$ cat config.mk
export PLATFORM = sky130hd
export DESIGN_NAME = irq_event_status
export DESIGN_NICKNAME = d
export VERILOG_FILES = /design/src/irq_status_pkg.sv /design/src/edge_sync.sv /design/src/irq_event_status.sv
export SDC_FILE = /design/constraint.sdc
export NUM_CORES = 1
export LEC_CHECK = 0
export BUFFER_PORTS_ARGS = -buffer_cell sky130_fd_sc_hd__buf_2
export CAP_MARGIN = 20
export CORE_ASPECT_RATIO = 0.6
export CORE_UTILIZATION = 44
export CTS_BUF_LIST = sky130_fd_sc_hd__clkbuf_4
export DETAILED_ROUTE_END_ITERATION = 6
export PLACE_DENSITY = 0.95
export SETUP_SLACK_MARGIN = 0.05
export SLEW_MARGIN = 20
export SYNTH_ARGS = -nofsm -noshare
export SYNTH_HDL_FRONTEND = slang
export SYNTH_SLANG_ARGS = --single-unit
$ cat constraint.sdc
create_clock -name core_clk_i -period 1.6 [get_ports core_clk_i]
set_input_delay 0.48 -clock core_clk_i [delete_from_list [all_inputs] [get_ports core_clk_i]]
set_output_delay 0.48 -clock core_clk_i [all_outputs]
set_load 0.005 [all_outputs]
$ cat src/irq_status_pkg.sv
// Package with offsets, bit positions and reset values of the event status block
package irq_status_pkg;
	// ==========================================================
	// Register map
	localparam logic [7:0] STATUS_OFFSET = 8'h58;
	localparam logic [7:0] BYTE_ORDER_OFFSET = 8'h64;
	localparam logic [31:0] STATUS_RESET = 32'h0000_0000;
	// Hardware-set flags cleared by writing one, plus the read-only transceiver bit 18
	localparam logic [31:0] CLEARABLE_MASK = 32'h83bf_e7df;
	// ==========================================================
	// Flag bit positions
	localparam int SOFTWARE_REQUEST_BIT = 31;
	localparam int TRANSMITTER_HALTED_BIT = 25;
	localparam int RECEIVER_HALTED_BIT = 24;
	localparam int DROP_MIDPOINT_BIT = 23;
	localparam int BUFFER_COMPLETION_BIT = 21;
	localparam int RECEIVE_DMA_BIT = 20;
	localparam int TIMER_WRAP_BIT = 19;
	localparam int TRANSCEIVER_BIT = 18;
	localparam int POWER_EVENT_BIT = 17;
	localparam int TX_STATUS_OVERFLOW_BIT = 16;
	localparam int RECEIVE_WATCHDOG_BIT = 15;
	localparam int RECEIVE_ERROR_BIT = 14;
	localparam int TRANSMIT_ERROR_BIT = 13;
	localparam int TX_DATA_OVERRUN_BIT = 10;
	localparam int TX_SPACE_BIT = 9;
	localparam int TX_STATUS_FULL_BIT = 8;
	localparam int TX_STATUS_LEVEL_BIT = 7;
	localparam int FRAME_DROPPED_BIT = 6;
	localparam int RX_STATUS_FULL_BIT = 4;
	localparam int RX_STATUS_LEVEL_BIT = 3;
	localparam int PIN_EVENT_LSB = 0;
	// ==========================================================
	// Source thresholds
	localparam logic [31:0] DROP_MIDPOINT = 32'h8000_0000;
	localparam logic [15:0] TIMER_WRAP_VALUE = 16'hffff;
	localparam int WATCHDOG_BYTES = 2048;
	localparam int PIN_SYNC_STAGES = 3;
endpackage

$ cat src/edge_sync.sv
// Three-stage pin synchroniser with rising edge pulse
module edge_sync (
	input wire logic core_clk_i,
	input wire logic resetn_i,
	input wire logic pin_i,
	output logic rise_o
);
	logic [2:0] stage_reg;
	logic rise_seen_reg;

	// Stage 0 feeds only stage 1; a change counts when stages 1 and 2 agree
	always_ff @(posedge core_clk_i or negedge resetn_i) begin
		if (!resetn_i) begin
			stage_reg <= 3'h0;
		end else begin
			stage_reg <= {stage_reg[1:0], pin_i};
		end
	end

	// Output from a flop so the pulse is clean
	always_ff @(posedge core_clk_i or negedge resetn_i) begin
		if (!resetn_i) begin
			rise_o <= 1'b0;
		end else begin
			rise_o <= stage_reg[1] & stage_reg[2] & ~rise_seen_reg;
		end
	end

	// Remember the agreed level so one change pulses once
	always_ff @(posedge core_clk_i or negedge resetn_i) begin
		if (!resetn_i) begin
			rise_seen_reg <= 1'b0;
		end else if (stage_reg[1] == stage_reg[2]) begin
			rise_seen_reg <= stage_reg[2];
		end
	end
endmodule // edge_sync

$ cat src/irq_event_status.sv
// Interrupt event status register with write-one-to-clear flags
// Summary of operation
// - Status register at 58h, write one clears
// - Bit 31 set by software request control
// - Bit 25 set when stopped transmitter halts
// - Bit 24 set when receiver halts
// - Bit 23 set when drop counter reaches midpoint
// - Bit 21 set on notify buffer completion
// - Bit 20 set when receive DMA count done
// - Bit 19 set when timer wraps to FFFFh
// - Bit 18 read-only, mirrors transceiver event
// - Bit 17 power event, independent of pin
// - Only byte-order register write wakes device
// - Hold-off interval never applies to power event
// - Bit 16 set on transmit status overflow
// - Bit 15 set on over-long received packet
// - Bit 14 set on receive error
// - Bit 13 set on transmit error
// - Bit 10 set on write to full FIFO
// - Bit 9 set when free space exceeds threshold
// - Bits 8 and 4 set on status FIFO full
// - Bits 7 and 3 set on status level reached
// - Bit 6 set on each dropped frame
// - Bits 2-0 latch GPIO pin events
// - Flags record events regardless of enable mask
module irq_event_status
	import irq_status_pkg::*;
#(
	parameter int PIN_COUNT = 3,
	parameter int ADDR_WIDTH = 8
) (
	input wire logic core_clk_i,
	input wire logic resetn_i,
	input wire logic [ADDR_WIDTH-1:0] addr_i,
	input wire logic [31:0] wdata_i,
	input wire logic wr_i,
	input wire logic rd_i,
	output logic [31:0] rdata_o,
	input wire logic software_request_control_i,
	input wire logic stop_transmit_control_i,
	input wire logic transmitter_idle_i,
	input wire logic receiver_halted_i,
	input wire logic drop_count_inc_i,
	input wire logic [31:0] drop_count_i,
	input wire logic buffer_done_i,
	input wire logic completion_notify_marker_i,
	input wire logic receive_dma_done_i,
	input wire logic timer_dec_i,
	input wire logic [15:0] timer_count_i,
	input wire logic transceiver_event_i,
	input wire logic power_event_i,
	input wire logic tx_status_overflow_i,
	input wire logic receive_frame_end_i,
	input wire logic [15:0] receive_frame_len_i,
	input wire logic receive_error_i,
	input wire logic transmit_error_i,
	input wire logic tx_data_write_i,
	input wire logic tx_data_full_i,
	input wire logic [7:0] tx_free_blocks_i,
	input wire logic [7:0] tx_space_level_i,
	input wire logic tx_status_full_i,
	input wire logic tx_status_level_i,
	input wire logic frame_dropped_i,
	input wire logic rx_status_full_i,
	input wire logic rx_status_level_i,
	input wire logic [PIN_COUNT-1:0] pin_event_pins_i,
	output logic [31:0] interrupt_event_status_o,
	output logic wake_request_o,
	output logic power_event_flag_o
);
	// ==========================================================
	// Pin synchronisers
	logic [PIN_COUNT-1:0] pin_rise;
	genvar g;
	generate
		for (g = 0; g < PIN_COUNT; g++) begin : gen_pin
			edge_sync u_sync (
				.core_clk_i(core_clk_i),
				.resetn_i(resetn_i),
				.pin_i(pin_event_pins_i[g]),
				.rise_o(pin_rise[g])
			);
		end
	endgenerate

	// ==========================================================
	// Source event detection
	logic [31:0] set_vec;
	logic [31:0] status_reg;
	logic [31:0] status_next;
	logic [31:0] clear_vec;
	logic status_wr;
	logic soft_ctrl_reg;
	logic tx_halt_reg;
	logic tx_halt_now;

	assign tx_halt_now = stop_transmit_control_i & transmitter_idle_i;

	// Edge memory so the software request and transmitter halt sources set a flag once per assertion
	always_ff @(posedge core_clk_i or negedge resetn_i) begin
		if (!resetn_i) begin
			soft_ctrl_reg <= 1'b0;
			tx_halt_reg <= 1'b0;
		end else begin
			soft_ctrl_reg <= software_request_control_i;
			tx_halt_reg <= tx_halt_now;
		end
	end

	// Event vector; each source is a strobe or edge from same clock logic
	always_comb begin
		set_vec = 32'h0000_0000;
		set_vec[SOFTWARE_REQUEST_BIT] = software_request_control_i
			& ~soft_ctrl_reg;
		set_vec[TRANSMITTER_HALTED_BIT] = tx_halt_now & ~tx_halt_reg;
		set_vec[RECEIVER_HALTED_BIT] = receiver_halted_i;
		set_vec[DROP_MIDPOINT_BIT] = drop_count_inc_i
			& (drop_count_i == DROP_MIDPOINT - 32'h1);
		set_vec[BUFFER_COMPLETION_BIT] = buffer_done_i
			& completion_notify_marker_i;
		set_vec[RECEIVE_DMA_BIT] = receive_dma_done_i;
		set_vec[TIMER_WRAP_BIT] = timer_dec_i
			& (timer_count_i == 16'h0000);
		set_vec[POWER_EVENT_BIT] = power_event_i;
		set_vec[TX_STATUS_OVERFLOW_BIT] = tx_status_overflow_i;
		set_vec[RECEIVE_WATCHDOG_BIT] = receive_frame_end_i
			& (receive_frame_len_i > 16'(WATCHDOG_BYTES));
		set_vec[RECEIVE_ERROR_BIT] = receive_error_i;
		set_vec[TRANSMIT_ERROR_BIT] = transmit_error_i;
		set_vec[TX_DATA_OVERRUN_BIT] = tx_data_write_i
			& tx_data_full_i;
		set_vec[TX_SPACE_BIT] = tx_free_blocks_i > tx_space_level_i;
		set_vec[TX_STATUS_FULL_BIT] = tx_status_full_i;
		set_vec[RX_STATUS_FULL_BIT] = rx_status_full_i;
		set_vec[TX_STATUS_LEVEL_BIT] = tx_status_level_i;
		set_vec[RX_STATUS_LEVEL_BIT] = rx_status_level_i;
		set_vec[FRAME_DROPPED_BIT] = frame_dropped_i;
		set_vec[PIN_EVENT_LSB +: PIN_COUNT] = pin_rise;
	end

	// ==========================================================
	// Status register
	assign status_wr = wr_i & (addr_i == STATUS_OFFSET);
	// Only ones written to clearable bits act; zeros leave flags alone
	assign clear_vec = status_wr ? (wdata_i & CLEARABLE_MASK) : 32'h0;

	// Set wins over clear so an event in the clear cycle is kept
	always_comb begin
		status_next = ((status_reg & ~clear_vec) | set_vec)
			& CLEARABLE_MASK;
		// Transceiver bit is a live mirror and ignores writes
		status_next[TRANSCEIVER_BIT] = transceiver_event_i;
	end

	always_ff @(posedge core_clk_i or negedge resetn_i) begin
		if (!resetn_i) begin
			status_reg <= STATUS_RESET;
		end else begin
			status_reg <= status_next;
		end
	end

	assign interrupt_event_status_o = status_reg;
	// Raw power flag bypasses any hold-off interval elsewhere
	assign power_event_flag_o = status_reg[POWER_EVENT_BIT];

	// ==========================================================
	// Wake request: only a write to the byte-order register wakes
	always_ff @(posedge core_clk_i or negedge resetn_i) begin
		if (!resetn_i) begin
			wake_request_o <= 1'b0;
		end else begin
			wake_request_o <= wr_i & (addr_i == BYTE_ORDER_OFFSET);
		end
	end

	// ==========================================================
	// Read port; unmapped addresses answer zero
	always_ff @(posedge core_clk_i or negedge resetn_i) begin
		if (!resetn_i) begin
			rdata_o <= 32'h0000_0000;
		end else if (rd_i && addr_i == STATUS_OFFSET) begin
			rdata_o <= status_reg;
		end else begin
			rdata_o <= 32'h0000_0000;
		end
	end

	// ==========================================================
	// Checks
	AST_W1C_CLEARS: assert property (@(posedge core_clk_i)
		disable iff (!resetn_i)
		status_wr && wdata_i[RECEIVE_DMA_BIT] && !receive_dma_done_i
		|=> !status_reg[RECEIVE_DMA_BIT])
		else $error("write one did not clear flag");
	AST_SW_SET: assert property (@(posedge core_clk_i)
		disable iff (!resetn_i)
		$rose(software_request_control_i) |=> status_reg[SOFTWARE_REQUEST_BIT])
		else $error("software request flag not set");
	AST_TX_HALT: assert property (@(posedge core_clk_i)
		disable iff (!resetn_i)
		tx_halt_now && !tx_halt_reg |=> status_reg[TRANSMITTER_HALTED_BIT])
		else $error("transmitter halt flag not set");
	AST_MIDPOINT: assert property (@(posedge core_clk_i)
		disable iff (!resetn_i)
		drop_count_inc_i && drop_count_i == 32'h7fff_ffff
		|=> status_reg[DROP_MIDPOINT_BIT])
		else $error("drop midpoint flag not set");
	AST_TIMER: assert property (@(posedge core_clk_i)
		disable iff (!resetn_i)
		!status_reg[TIMER_WRAP_BIT] && !(timer_dec_i && timer_count_i == 16'h0)
		|=> !status_reg[TIMER_WRAP_BIT])
		else $error("timer flag set without wrap");
	AST_PHY_RO: assert property (@(posedge core_clk_i)
		disable iff (!resetn_i)
		##1 status_reg[TRANSCEIVER_BIT] == $past(transceiver_event_i))
		else $error("transceiver bit not mirroring");
	AST_WATCHDOG: assert property (@(posedge core_clk_i)
		disable iff (!resetn_i)
		receive_frame_end_i && receive_frame_len_i == 16'd2048
		&& !status_reg[RECEIVE_WATCHDOG_BIT]
		|=> !status_reg[RECEIVE_WATCHDOG_BIT])
		else $error("watchdog set at exactly 2048 bytes");
	AST_SET_WINS: assert property (@(posedge core_clk_i)
		disable iff (!resetn_i)
		frame_dropped_i && status_wr |=> status_reg[FRAME_DROPPED_BIT])
		else $error("event lost during clear");
	AST_RESERVED: assert property (@(posedge core_clk_i)
		disable iff (!resetn_i)
		(status_reg & ~(CLEARABLE_MASK | 32'h0004_0000)) == 32'h0)
		else $error("reserved bit set");
	AST_WAKE: assert property (@(posedge core_clk_i)
		disable iff (!resetn_i)
		wake_request_o |-> $past(wr_i) && $past(addr_i) == BYTE_ORDER_OFFSET)
		else $error("wake without byte-order write");
	AST_ZERO_WRITE: assert property (@(posedge core_clk_i)
		disable iff (!resetn_i)
		status_wr && !wdata_i[RECEIVE_ERROR_BIT] && status_reg[RECEIVE_ERROR_BIT]
		|=> status_reg[RECEIVE_ERROR_BIT])
		else $error("zero write cleared flag");

	COV_CLEAR: cover property (@(posedge core_clk_i) disable iff (!resetn_i)
		status_wr && wdata_i != 32'h0);
	COV_READ: cover property (@(posedge core_clk_i) disable iff (!resetn_i)
		rd_i && addr_i == STATUS_OFFSET && status_reg != 32'h0);
	COV_PIN: cover property (@(posedge core_clk_i) disable iff (!resetn_i)
		|pin_rise);
	COV_WAKE: cover property (@(posedge core_clk_i) disable iff (!resetn_i)
		wake_request_o && power_event_flag_o);
endmodule // irq_event_status

; Word level (Yosys, flattened, before mapping)
; Cells that the tools add are included.
[totals]
output_inout_bits = 66
elab_cells = 50
ff_bits = 73
[classes]
eq_ne = 6
n_reduce_logical = 2
n_lt_le_gt_ge = 2
bitwise_logic = 24
muxes = 2
[ops]
columns = op, n
row1 = $mux 32, 2
row2 = $and 32x32->32, 1
row3 = $eq 32x31->1 const B, 1
row4 = $not 32->32, 1
row5 = $or 32x32->32, 1
row6 = $and 1x1->1, 16
row7 = $eq 8x7->1 const B, 2
row8 = $gt 16x12->1 const B, 1
row9 = $logic_not 16->1, 1
row10 = $gt 8x8->1, 1
row11 = $not 1->1, 5
row12 = $eq 1x1->1, 3
row13 = $logic_and 1x1->1, 1

; Longest topological paths before layout
; Gate-level depths: netlist (run 1).
[depth]
ltp_word = 6
ltp_mapped = 6
mapped_depth_nobuf = 6

; Cells and area by module
; Synthesis (run 1) repeated with hierarchy kept, for this count alone.
[hier_totals]
cells_unflattened = 224
hier_area_um2 = 2715.1
[modules_own_cells]
columns = module, instances, area_each_um2, cells_each, seq_area_each_um2
row1 = irq_event_status, 1, 2238.4, 200, 1226.2
row2 = edge_sync, 3, 158.9, 8, 125.1

; Worst setup path after synthesis (run 1)
; OpenSTA, ideal clock, no wires.
[synth_timing]
path_type = input port to flip-flop
start = in tx_space_level_i[5]
end = reg status_reg[9] (netlist: interrupt_event_status_o[9])
required_time_ns = 1.474
path_stages = 6
slack_ns = 0.119
arrival_time_ns = 1.355
cell_sequence = inv_1 ha_1 a211oi_1 nor2_1 nor4bb_1 o2bb2ai_1
[synth_between]
elab_chain_cells = 2
[synth_lines]
columns = element, line_no
row1 = start: declaration, irq_event_status.sv:60  ; input wire logic [7:0] tx_space_level_i,
row2 = $gt 8x8->1, irq_event_status.sv:132  ; set_vec[TX_SPACE_BIT] = tx_free_blocks_i > tx_space_level_i;
row3 = $or 32x32->32, irq_event_status.sv:149  ; status_next = ((status_reg & ~clear_vec) | set_vec)
row4 = via status_next[9], irq_event_status.sv:90  ; logic [31:0] status_next;
row5 = end signal: assignment, irq_event_status.sv:159  ; status_reg <= status_next;
row6 = end: declaration, irq_event_status.sv:89  ; logic [31:0] status_reg;
; The timed path passes the listed nets, and every way through them passes these cells.
; A chain may end at the register's enable or synchronous reset.

; Final worst setup path (run 1)
[layout_timing]
start = reg status_reg[7] (netlist: interrupt_event_status_o[7])
end = out interrupt_event_status_o[7]
[layout_rtl]
columns = element, line_no
row1 = end: declaration, irq_event_status.sv:67  ; output logic [31:0] interrupt_event_status_o,
; No word-level cell between the ends.

==> results of run 1 <==
[through the flow]
stage          cell area (µm²)  TNS [ns]  instances  util (%)
5_1_grt                   3850         0        506      66.9
6_report                  3850         0        506      66.9
3_3_place_gp              3690     -1.18        491      64.1
4_1_cts                   3850         0        506      66.9
2_1_floorplan             2760         0        242         -
3_5_place_dp              3690     -1.74        491      64.1
[layout make-up]
cell class | count | area, µm² | share of cell area (%)
clock buffers | 12 | 90.1 | 2.34
clock inverters | 3 | 67.6 | 1.76
inverters | 10 | 37.5 | 0.976
multi-input cells | 145 | 950 | 24.7
flip-flops and latches | 64 | 1600 | 41.6
well taps | 80 | 100 | 2.60
repair buffers | 192 | 1000 | 26.0
[report_power, final]
part	leakage, nW	switching, W	internal, W
clock network	0.0836	0.000525	0.000680
logic	1.21	0.000142	0.000177
registers	0.755	0.0000135	0.00165
total	2.05	0.000681	0.00251
[final timing paths]
| kind | start | endpoint | slack, ns |
|---|---|---|---|
| max | interrupt_event_status_o[7]$_DFF_PN0_ | interrupt_event_status_o[7] | 0.17 |
| min | resetn_i | rdata_o[10]$_DFF_PN0_ | 0.1 |
| max reg2reg | gen_pin[2].u_sync.stage_reg[1]$_DFF_PN0_ | gen_pin[2].u_sync.rise_seen_reg$_DFFE_PN0N_ | 0.48 |
| min reg2reg | gen_pin[1].u_sync.stage_reg[0]$_DFF_PN0_ | gen_pin[1].u_sync.stage_reg[1]$_DFF_PN0_ | 0.36 |
| max in group asynchronous | resetn_i | interrupt_event_status_o[9]$_DFF_PN0_ | 1.22 |
| min in group core_clk_i | transceiver_event_i | interrupt_event_status_o[18]$_DFF_PN0_ | 0.20 |
[worst register-to-register path: stages (launching register included)]
cell and delay (ns):
dfrtp_1 0.39, ha_1 0.29, mux2_2 0.32
[cells in the mapped netlist]
| cell | count |
|---|---|
| nor4b_4 | 1 |
| ha_1 | 11 |
| a221o_1 | 1 |
| dfrtp_1 | 64 |
| o2bb2ai_1 | 2 |
| buf_4 | 19 |
| and3_2 | 1 |
| nor2b_1 | 4 |
| nand2_1 | 27 |
| and4bb_2 | 1 |
| a22o_1 | 4 |
| a21oi_1 | 1 |
| o31ai_1 | 1 |
| a211oi_1 | 1 |
| conb_1 | 1 |
| clkbuf_2 | 2 |
| o21ai_0 | 2 |
| nor2_1 | 2 |
| nand3_1 | 1 |
| and2_1 | 25 |
| nor4_1 | 8 |
| and3_4 | 1 |
| and4_1 | 1 |
| a21o_1 | 15 |
| mux2_2 | 3 |
| inv_1 | 10 |
| nand4b_1 | 1 |
| nor4bb_1 | 1 |
| nand4_1 | 8 |
| or4_1 | 1 |
| nor4b_1 | 1 |
| buf_6 | 2 |
| a31oi_1 | 1 |
| nor3_1 | 1 |
[metal layers]
metal  track usage (%)  routed length [µm]
met4              7.22                 133
met1              27.4                2960
met2              36.5                3290
met3              7.83                 586
met5                 0                   0
[cells by family after synthesis]
logic type                 synth area share (%)
muxes                                      1.25
and+or+nand+nor                            18.5
buffers and inverters                      7.88
other                                     0.139
AOI/OAI and AO/OA                          7.83
DFF                                        59.3
adders and majority gates                  5.10
[cells in the final DEF (no fill, tap or decap), types with 3 or more instances in the layout]
master and n:
and2_1 25, nor2b_1 4, inv_1 10, dfrtp_1 64, nand4_1 8, conb_1 18
buf_2 186, nand2_1 27, nor4_1 8, mux2_2 3, ha_1 11, a22o_1 4
buf_4 4, a21o_1 15, clkbuf_4 12
==> flow_metrics.env, run 1 <==
export IMPL_outcome="finished clean"
export IMPL_hold_slack_ns=0.0964
export IMPL_die_height_um=62.7
export IMPL_drc=0
export IMPL_grt_use_total_pct=22.3
export IMPL_drive_above_1_share_pct=50.2
export IMPL_routed_via_density=4.72
export IMPL_n_antenna_cell=0
export IMPL_yosys_area_top_type="dfrtp_1"
export IMPL_fin_crit_sh_pct=89.2
export IMPL_fillerInstances=461
export IMPL_start_util_pct=46.9
export IMPL_cpLargestDelayFamily="flip-flops"
export IMPL_worst_setup_path_start_kind="register"
export IMPL_synthToLayoutAreaGrowth_pct=42.5
export IMPL_postRouteAntennaNets=0
export IMPL_setup_viol=0
export IMPL_numPortBuffers=186
export IMPL_dp_hpwl_um=5690
export IMPL_slew_viol_final=0
export IMPL_slowest_delay_ns=0.43
export IMPL_peakVddDrop_uv=483
export IMPL_io_pins=215
export IMPL_fmax_mhz=701
export IMPL_yosysTopAreaCellShare_pct=59.3
export IMPL_grt_pass1_vias=2338
export IMPL_overflow=0
export IMPL_p_leak_nw=2.05
export IMPL_cts_root_buf="clkbuf_4"
export IMPL_synth_cells=225
export IMPL_cts_max_path_buffers=2
export IMPL_crit_chain="buf_2"
export IMPL_drt_iter0_markers=69
export IMPL_cts_tree="yes"
export IMPL_drt_total_wl_um=6970
export IMPL_finalHoldViolCount=0
export IMPL_layout_nets=582
export IMPL_die_width_um=103
export IMPL_vias=2388
export IMPL_core_um2=5750
export IMPL_htreeDepth=3
export IMPL_place_congestion=0.821
export IMPL_rr_worst_depth=2
export IMPL_fin_crit_ns=1.43
export IMPL_crit_type="reg -> out"
export IMPL_grt_max_degree=65
export IMPL_synthesis_area_um2=2700
export IMPL_cts_hold_buf=0
export IMPL_maxCapViolations=0
export IMPL_min_delay_path_class="in -> async"
export IMPL_slowest_stage="dfrtp_1"
export IMPL_cts_setup_buffers=0
export IMPL_clk_pin_slew_ns=0.10
export IMPL_routedWlPerCell_um=13.8
export IMPL_cts_sinks=64
export IMPL_setup_ws_ns=0.173
export IMPL_power_density_nw_per_um2=829
export IMPL_endpoint_kind="primary output"
export IMPL_postSynthAreaPerCell_um2=12.0
export IMPL_report_power_total_w=0.00319
export IMPL_ctsResizeCount=0
export IMPL_required_ns=1.12
export IMPL_cts_buffers=9
export IMPL_cp_depth=1
export IMPL_grt_pass1_wl_um=10500
export IMPL_ys_ff_latch=64
export IMPL_num_rows=21
export IMPL_ys_types=34
export IMPL_firstDrtPassIters=4
export IMPL_dp_slack_ns=-0.123
export IMPL_crit_arrival_ns=0.95
export IMPL_clkLatencyLatePin_ns=0.38
export IMPL_critPathBufInv=1
export IMPL_synth_area_top_cells="dfrtp_1 (59%), and2_1 (5.8%), buf_4 (5.3%), ha_1 (5.1%), a21o_1 (4.2%)"
export IMPL_rsz0062_at_grt="no"
export IMPL_ys_seq_area_share_pct=59.3
export IMPL_clock_skew_ns=0.0125
export IMPL_path_max_fanout=3
export IMPL_yosys_warnings=0
export IMPL_die_area_um2=6460
export IMPL_antenna_found_initial=0
Note: power is estimated with default switching activity, not from simulation.
==> inputs of run 2 (changes only) <==
Settings changed: CORE_UTILIZATION 44 to 37, PLACE_DENSITY 0.95 to 0.88, SLEW_MARGIN 20 to 10.
Clock period 1.6 ns to 1.3 ns, I/O delays scaled along.
==> flow_metrics.env, run 2 (synthesis results as in run 1) <==
export IMPL_path_max_fanout=3
export IMPL_drive_above_1_share_pct=53.5
export IMPL_setup_viol=15
export IMPL_slowest_delay_ns=0.41
export IMPL_rsz0062_at_grt="yes"
export IMPL_finish_utilization_pct=59.1
export IMPL_cts_root_buf="clkbuf_4"
export IMPL_postRouteAntennaNets=0
export IMPL_slew_viol_final=0
export IMPL_start_util_pct=39.4
export IMPL_synthToLayoutAreaGrowth_pct=49.9
export IMPL_critPathBufInv=1
export IMPL_setup_ws_ns=-0.0343
export IMPL_overflow=0
export IMPL_cpLargestDelayFamily="flip-flops"
export IMPL_worst_setup_path_start_kind="register"
export IMPL_cts_tree="yes"
export IMPL_cts_sinks=64
export IMPL_num_rows=23
export IMPL_drt_iter0_markers=48
export IMPL_min_delay_path_class="in -> reg"
export IMPL_io_pins=215
export IMPL_routed_via_density=4.45
export IMPL_n_antenna_cell=0
export IMPL_fillerInstances=575
export IMPL_layout_common_cells="buf_2 (186), dfrtp_1 (64), nand2_1 (27), and2_1 (25), buf_4 (23)"
export IMPL_vias=2374
export IMPL_outcome="complete, but fails checks"
export IMPL_clk_pin_slew_ns=0.10
export IMPL_fmax_mhz=749
export IMPL_required_ns=0.91
export IMPL_dp_slack_ns=-0.302
export IMPL_htreeDepth=3
export IMPL_die_area_um2=7650
export IMPL_die_height_um=68.2
export IMPL_slowest_stage="dfrtp_1"
export IMPL_crit_start="interrupt_event_status_o[23]$_DFF_PN0_"
export IMPL_clock_skew_ns=0.0107
export IMPL_drc=9
export IMPL_core_um2=6850
export IMPL_drt_total_wl_um=6970
export IMPL_cts_buffers=9
export IMPL_dp_hpwl_um=5340
export IMPL_power_density_nw_per_um2=975
export IMPL_crit_chain="buf_2"
export IMPL_cp_depth=1
export IMPL_finalHoldViolCount=0
export IMPL_grt_use_total_pct=18.1
export IMPL_rr_worst_depth=2
export IMPL_r2r_end="gen_pin[1].u_sync.rise_seen_reg$_DFFE_PN0N_"
export IMPL_place_congestion=0.756
export IMPL_violations="design-rule violations, negative setup slack"
export IMPL_die_width_um=112
export IMPL_fin_crit_ns=1.33
export IMPL_firstDrtPassIters=6
export IMPL_dp_cells=499
export IMPL_crit_type="reg -> out"
export IMPL_hold_slack_ns=0.0984
export IMPL_clkLatencyLatePin_ns=0.39
export IMPL_crit_arrival_ns=0.94
export IMPL_p_leak_nw=2.14
export IMPL_fin_cells=534
export IMPL_grt_pass1_wl_um=10000
export IMPL_endpoint="interrupt_event_status_o[23]"
export IMPL_cts_max_path_buffers=2
export IMPL_rrSetupSlack_ns=0.20
export IMPL_fin_crit_sh_pct=103
export IMPL_endpoint_kind="primary output"
export IMPL_layout_nets=602
export IMPL_grt_pass1_vias=2137
export IMPL_maxCapViolations=0
export IMPL_numPortBuffers=186
export IMPL_crit_reg2reg_launch="gen_pin[1].u_sync.stage_reg[1]$_DFF_PN0_"
export IMPL_grt_max_degree=46
export IMPL_final_common_cell="buf_2"
export IMPL_peakVddDrop_uv=710
export IMPL_report_power_total_w=0.00394
export IMPL_routedWlPerCell_um=13.0
export IMPL_antenna_found_initial=0
==> run 2: cell type report <==
class                      instances  area, µm²  area share (%)
sequential                        64       1600            39.6
timing repair buffer             212       1150            28.5
multi-input combinational        145        986            24.4
tap                               87        109            2.69
clock buffer                      12       90.1            2.23
clock inverter                     4       68.8            1.70
inverter                          10       37.5           0.928
==> run 2: per-layer routing <==
layer,GRT usage (%),share of wire (%),vias to the layer above
met1,20.9,41,1096
met4,7.00,0.49,0
li1,-,-,1175
met3,7.35,8.0,2
met5,0,0,-
met2,31.0,50,101
==> run 2: worst min path at each step <==
stage	startpoint	to	slack [ns]	cells after the start
CTS	pin_event_pins_i[2]	gen_pin[2].u_sync.stage_reg[0]$_DFF_PN0_	0.05	1
floorplan	resetn_i	gen_pin[0].u_sync.rise_o$_DFF_PN0_	0.09	0
global placement	gen_pin[1].u_sync.stage_reg[0]$_DFF_PN0_	gen_pin[1].u_sync.stage_reg[1]$_DFF_PN0_	0.33	0
finish	pin_event_pins_i[1]	gen_pin[1].u_sync.stage_reg[0]$_DFF_PN0_	0.1	1
global route	pin_event_pins_i[1]	gen_pin[1].u_sync.stage_reg[0]$_DFF_PN0_	0.04	1
detailed placement	gen_pin[0].u_sync.stage_reg[0]$_DFF_PN0_	gen_pin[0].u_sync.stage_reg[1]$_DFF_PN0_	0.34	0
==> run 2: worst register-to-register path, cell delays in order, from the launching register on <==
cell     delay [ns]
dfrtp_1        0.40
ha_1           0.29
mux2_2         0.32
==> run 2: report_power, final <==
part | switching (W) | total, W | internal (W)
Clock | 0.000640 | 0.00148 | 0.000838
Sequential | 0.0000177 | 0.00205 | 0.00203
Combinational | 0.000178 | 0.000417 | 0.000238
==> run 2: metrics by stage <==
step / area [µm²] / TNS [ns]
6_report: 4050 / -0.216
5_1_grt: 4050 / -3.05
4_1_cts: 4010 / -1.79
3_5_place_dp: 3740 / -11.54
3_3_place_gp: 3740 / -8.92
2_1_floorplan: 2790 / -0.638
==> run 2: repair_timing <==
action | CTS | global route
gates resized for setup | 0 | 1
setup endpoints to repair | 48 | 49
hold buffers | 1 | 0
setup buffers | 14 | 4
hold endpoints to repair | 64 | 0
==> inputs of run 3 (changes only) <==
--- a/config.mk
+++ b/config.mk
@@ -6,5 +6,5 @@
 export NUM_CORES = 1
 export LEC_CHECK = 0
-export BUFFER_PORTS_ARGS = -buffer_cell sky130_fd_sc_hd__buf_2
+export BUFFER_PORTS_ARGS = -buffer_cell sky130_fd_sc_hd__buf_4
 export CAP_MARGIN = 20
 export CORE_ASPECT_RATIO = 0.6
==> constraint.sdc (replaced) <==
create_clock -name core_clk_i -period 1.3 [get_ports core_clk_i]
set_input_delay 0.13 -clock core_clk_i [delete_from_list [all_inputs] [get_ports core_clk_i]]
set_output_delay 0.13 -clock core_clk_i [all_outputs]
set_load 0.005 [all_outputs]
==> flow_metrics.env, run 3 (synthesis results as in run 1) <==
export IMPL_dp_hpwl_um=5840
export IMPL_n_antenna_cell=0
export IMPL_crit_reg2reg_launch="gen_pin[1].u_sync.stage_reg[1]$_DFF_PN0_"
export IMPL_endpoint_kind="register"
export IMPL_fin_crit_ns=1.24
export IMPL_routedWlPerCell_um=15.1
export IMPL_grt_pass1_vias=2725
export IMPL_fin_setup_tns_ns=0
export IMPL_hold_start="wdata_i[0]"
export IMPL_violations="design-rule violations"
export IMPL_drt_total_wl_um=8520
export IMPL_required_ns=1.57
export IMPL_crit_arrival_ns=1.51
export IMPL_io_pins=215
export IMPL_layout_nets=631
export IMPL_start_util_pct=39.4
export IMPL_grt_pass1_wl_um=12500
export IMPL_outcome="complete, but fails checks"
export IMPL_layout_common_cells="buf_4 (188), dfrtp_1 (64), dlygate4sd3_1 (50), nand2_1 (27), and2_1 (25)"
export IMPL_firstDrtPassIters=7
export IMPL_routed_via_density=4.63
export IMPL_path_max_fanout=2
export IMPL_hold_depth=3
export IMPL_crit_type="in -> reg"
export IMPL_grt_use_total_pct=22.3
export IMPL_seq_area_um2=1600
export IMPL_r2r_end="gen_pin[1].u_sync.rise_seen_reg$_DFFE_PN0N_"
export IMPL_maxCapViolations=0
export IMPL_p_leak_nw=2.41
export IMPL_vias=2604
export IMPL_numPortBuffers=186
export IMPL_rrSetupSlack_ns=0.17
export IMPL_cts_buffers=9
export IMPL_rsz0062_at_grt="no"
export IMPL_antenna_found_initial=0
export IMPL_fin_crit_sh_pct=95.5
export IMPL_clk_pin_slew_ns=0.10
export IMPL_slowest_stage="dlygate4sd3_1"
export IMPL_setup_ws_ns=0.0591
export IMPL_slowest_delay_ns=0.57
export IMPL_cp_common_cell="dlygate4sd3_1"
export IMPL_min_to="interrupt_event_status_o[0]$_DFF_PN0_"
export IMPL_place_congestion=0.774
export IMPL_num_rows=23
export IMPL_fmax_mhz=806
export IMPL_power_density_nw_per_um2=832
export IMPL_synthToLayoutAreaGrowth_pct=78.2
export IMPL_worst_setup_path_start_kind="primary input"
export IMPL_final_common_cell="buf_4"
export IMPL_htreeDepth=3
export IMPL_drive_above_1_share_pct=45.2
export IMPL_drc=8
export IMPL_cts_root_buf="clkbuf_4"
export IMPL_clock_skew_ns=0.00875
export IMPL_rr_worst_depth=2
export IMPL_core_um2=6850
export IMPL_slew_viol_final=0
export IMPL_multi_input_area_um2=956
export IMPL_clkLatencyLatePin_ns=0.40
export IMPL_die_height_um=68.2
export IMPL_overflow=0
export IMPL_peakVddDrop_uv=536
export IMPL_cts_sinks=64
export IMPL_die_area_um2=7650
export IMPL_grt_max_degree=35
export IMPL_setup_viol=0
export IMPL_min_delay_path_class="in -> reg"
export IMPL_die_width_um=112
export IMPL_postRouteAntennaNets=0
export IMPL_drt_iter0_markers=105
export IMPL_dp_slack_ns=-0.0359
export IMPL_finalHoldViolCount=0
export IMPL_crit_chain="dlygate4sd3_1 > buf_4 > and2_1 > dlygate4sd3_1"
export IMPL_cts_max_path_buffers=2
export IMPL_fillerInstances=501
export IMPL_cts_setup_buffers=0
export IMPL_cts_tree="yes"
[run 3: worst max path at each step]
stage	from	end	cells after the start
after detailed placement	addr_i[7]	interrupt_event_status_o[10]$_DFF_PN0_	6
final	transmitter_idle_i	tx_halt_reg$_DFF_PN0_	4
after global placement	tx_free_blocks_i[5]	interrupt_event_status_o[9]$_DFF_PN0_	6
after CTS	addr_i[3]	wake_request_o$_DFF_PN0_	4
after floorplan	tx_space_level_i[5]	interrupt_event_status_o[9]$_DFF_PN0_	6
after global routing	drop_count_i[17]	interrupt_event_status_o[23]$_DFF_PN0_	5
[run 3: area by class of cell]
cell class / count / area share [%]
clock buffer: 12 / 1.87
clock inverter: 4 / 0.936
inverter: 10 / 0.780
multi-input combinational: 145 / 19.9
sequential: 64 / 33.3
tap: 87 / 2.26
timing repair buffer: 241 / 41.0
[run 3: where the power goes]
part / internal (W) / switching, W / leakage, nW
Sequential: 0.00203 / 0.0000196 / 0.755
Clock: 0.000644 / 0.000671 / 0.0811
Combinational: 0.000433 / 0.000204 / 1.57
Total: 0.00311 / 0.000895 / 2.41
[run 3: per-layer routing]
metal / wire [µm] / up-vias / GRT usage (%)
met2: 4630 / 118 / 43.9
li1: - / 1231 / -
met3: 574 / 18 / 7.71
met1: 3150 / 1237 / 22.0
met5: 0 / - / 0
met4: 164 / 0 / 9.33
[run 3: repair_timing]
item,CTS,global route
setup endpoints to repair,0,1
endpoints found under the hold margin,91,1
hold buffers,47,4
gates resized for setup,0,1
[run 3: metrics by stage]
step	util, %	cell area (µm²)	total power (W)	std cells	hold slack [ns]
detailed placement	60.9	4170	0.00260	497	0.0887
global route	70.2	4810	0.00422	563	0.0153
finish	70.2	4810	0.00400	563	0.0580
CTS	69.7	4770	0.00405	560	0.00159
global placement	60.9	4170	0.00257	497	0.0849
floorplan	-	2760	0.00223	242	-0.166
[run 3: worst max-delay path: cells and delay by family]
| kind | cells | cell delay, ns |
|---|---|---|
| buffers and inverters | 3 | 1.24 |
| and+or+nand+nor | 1 | 0.15 |
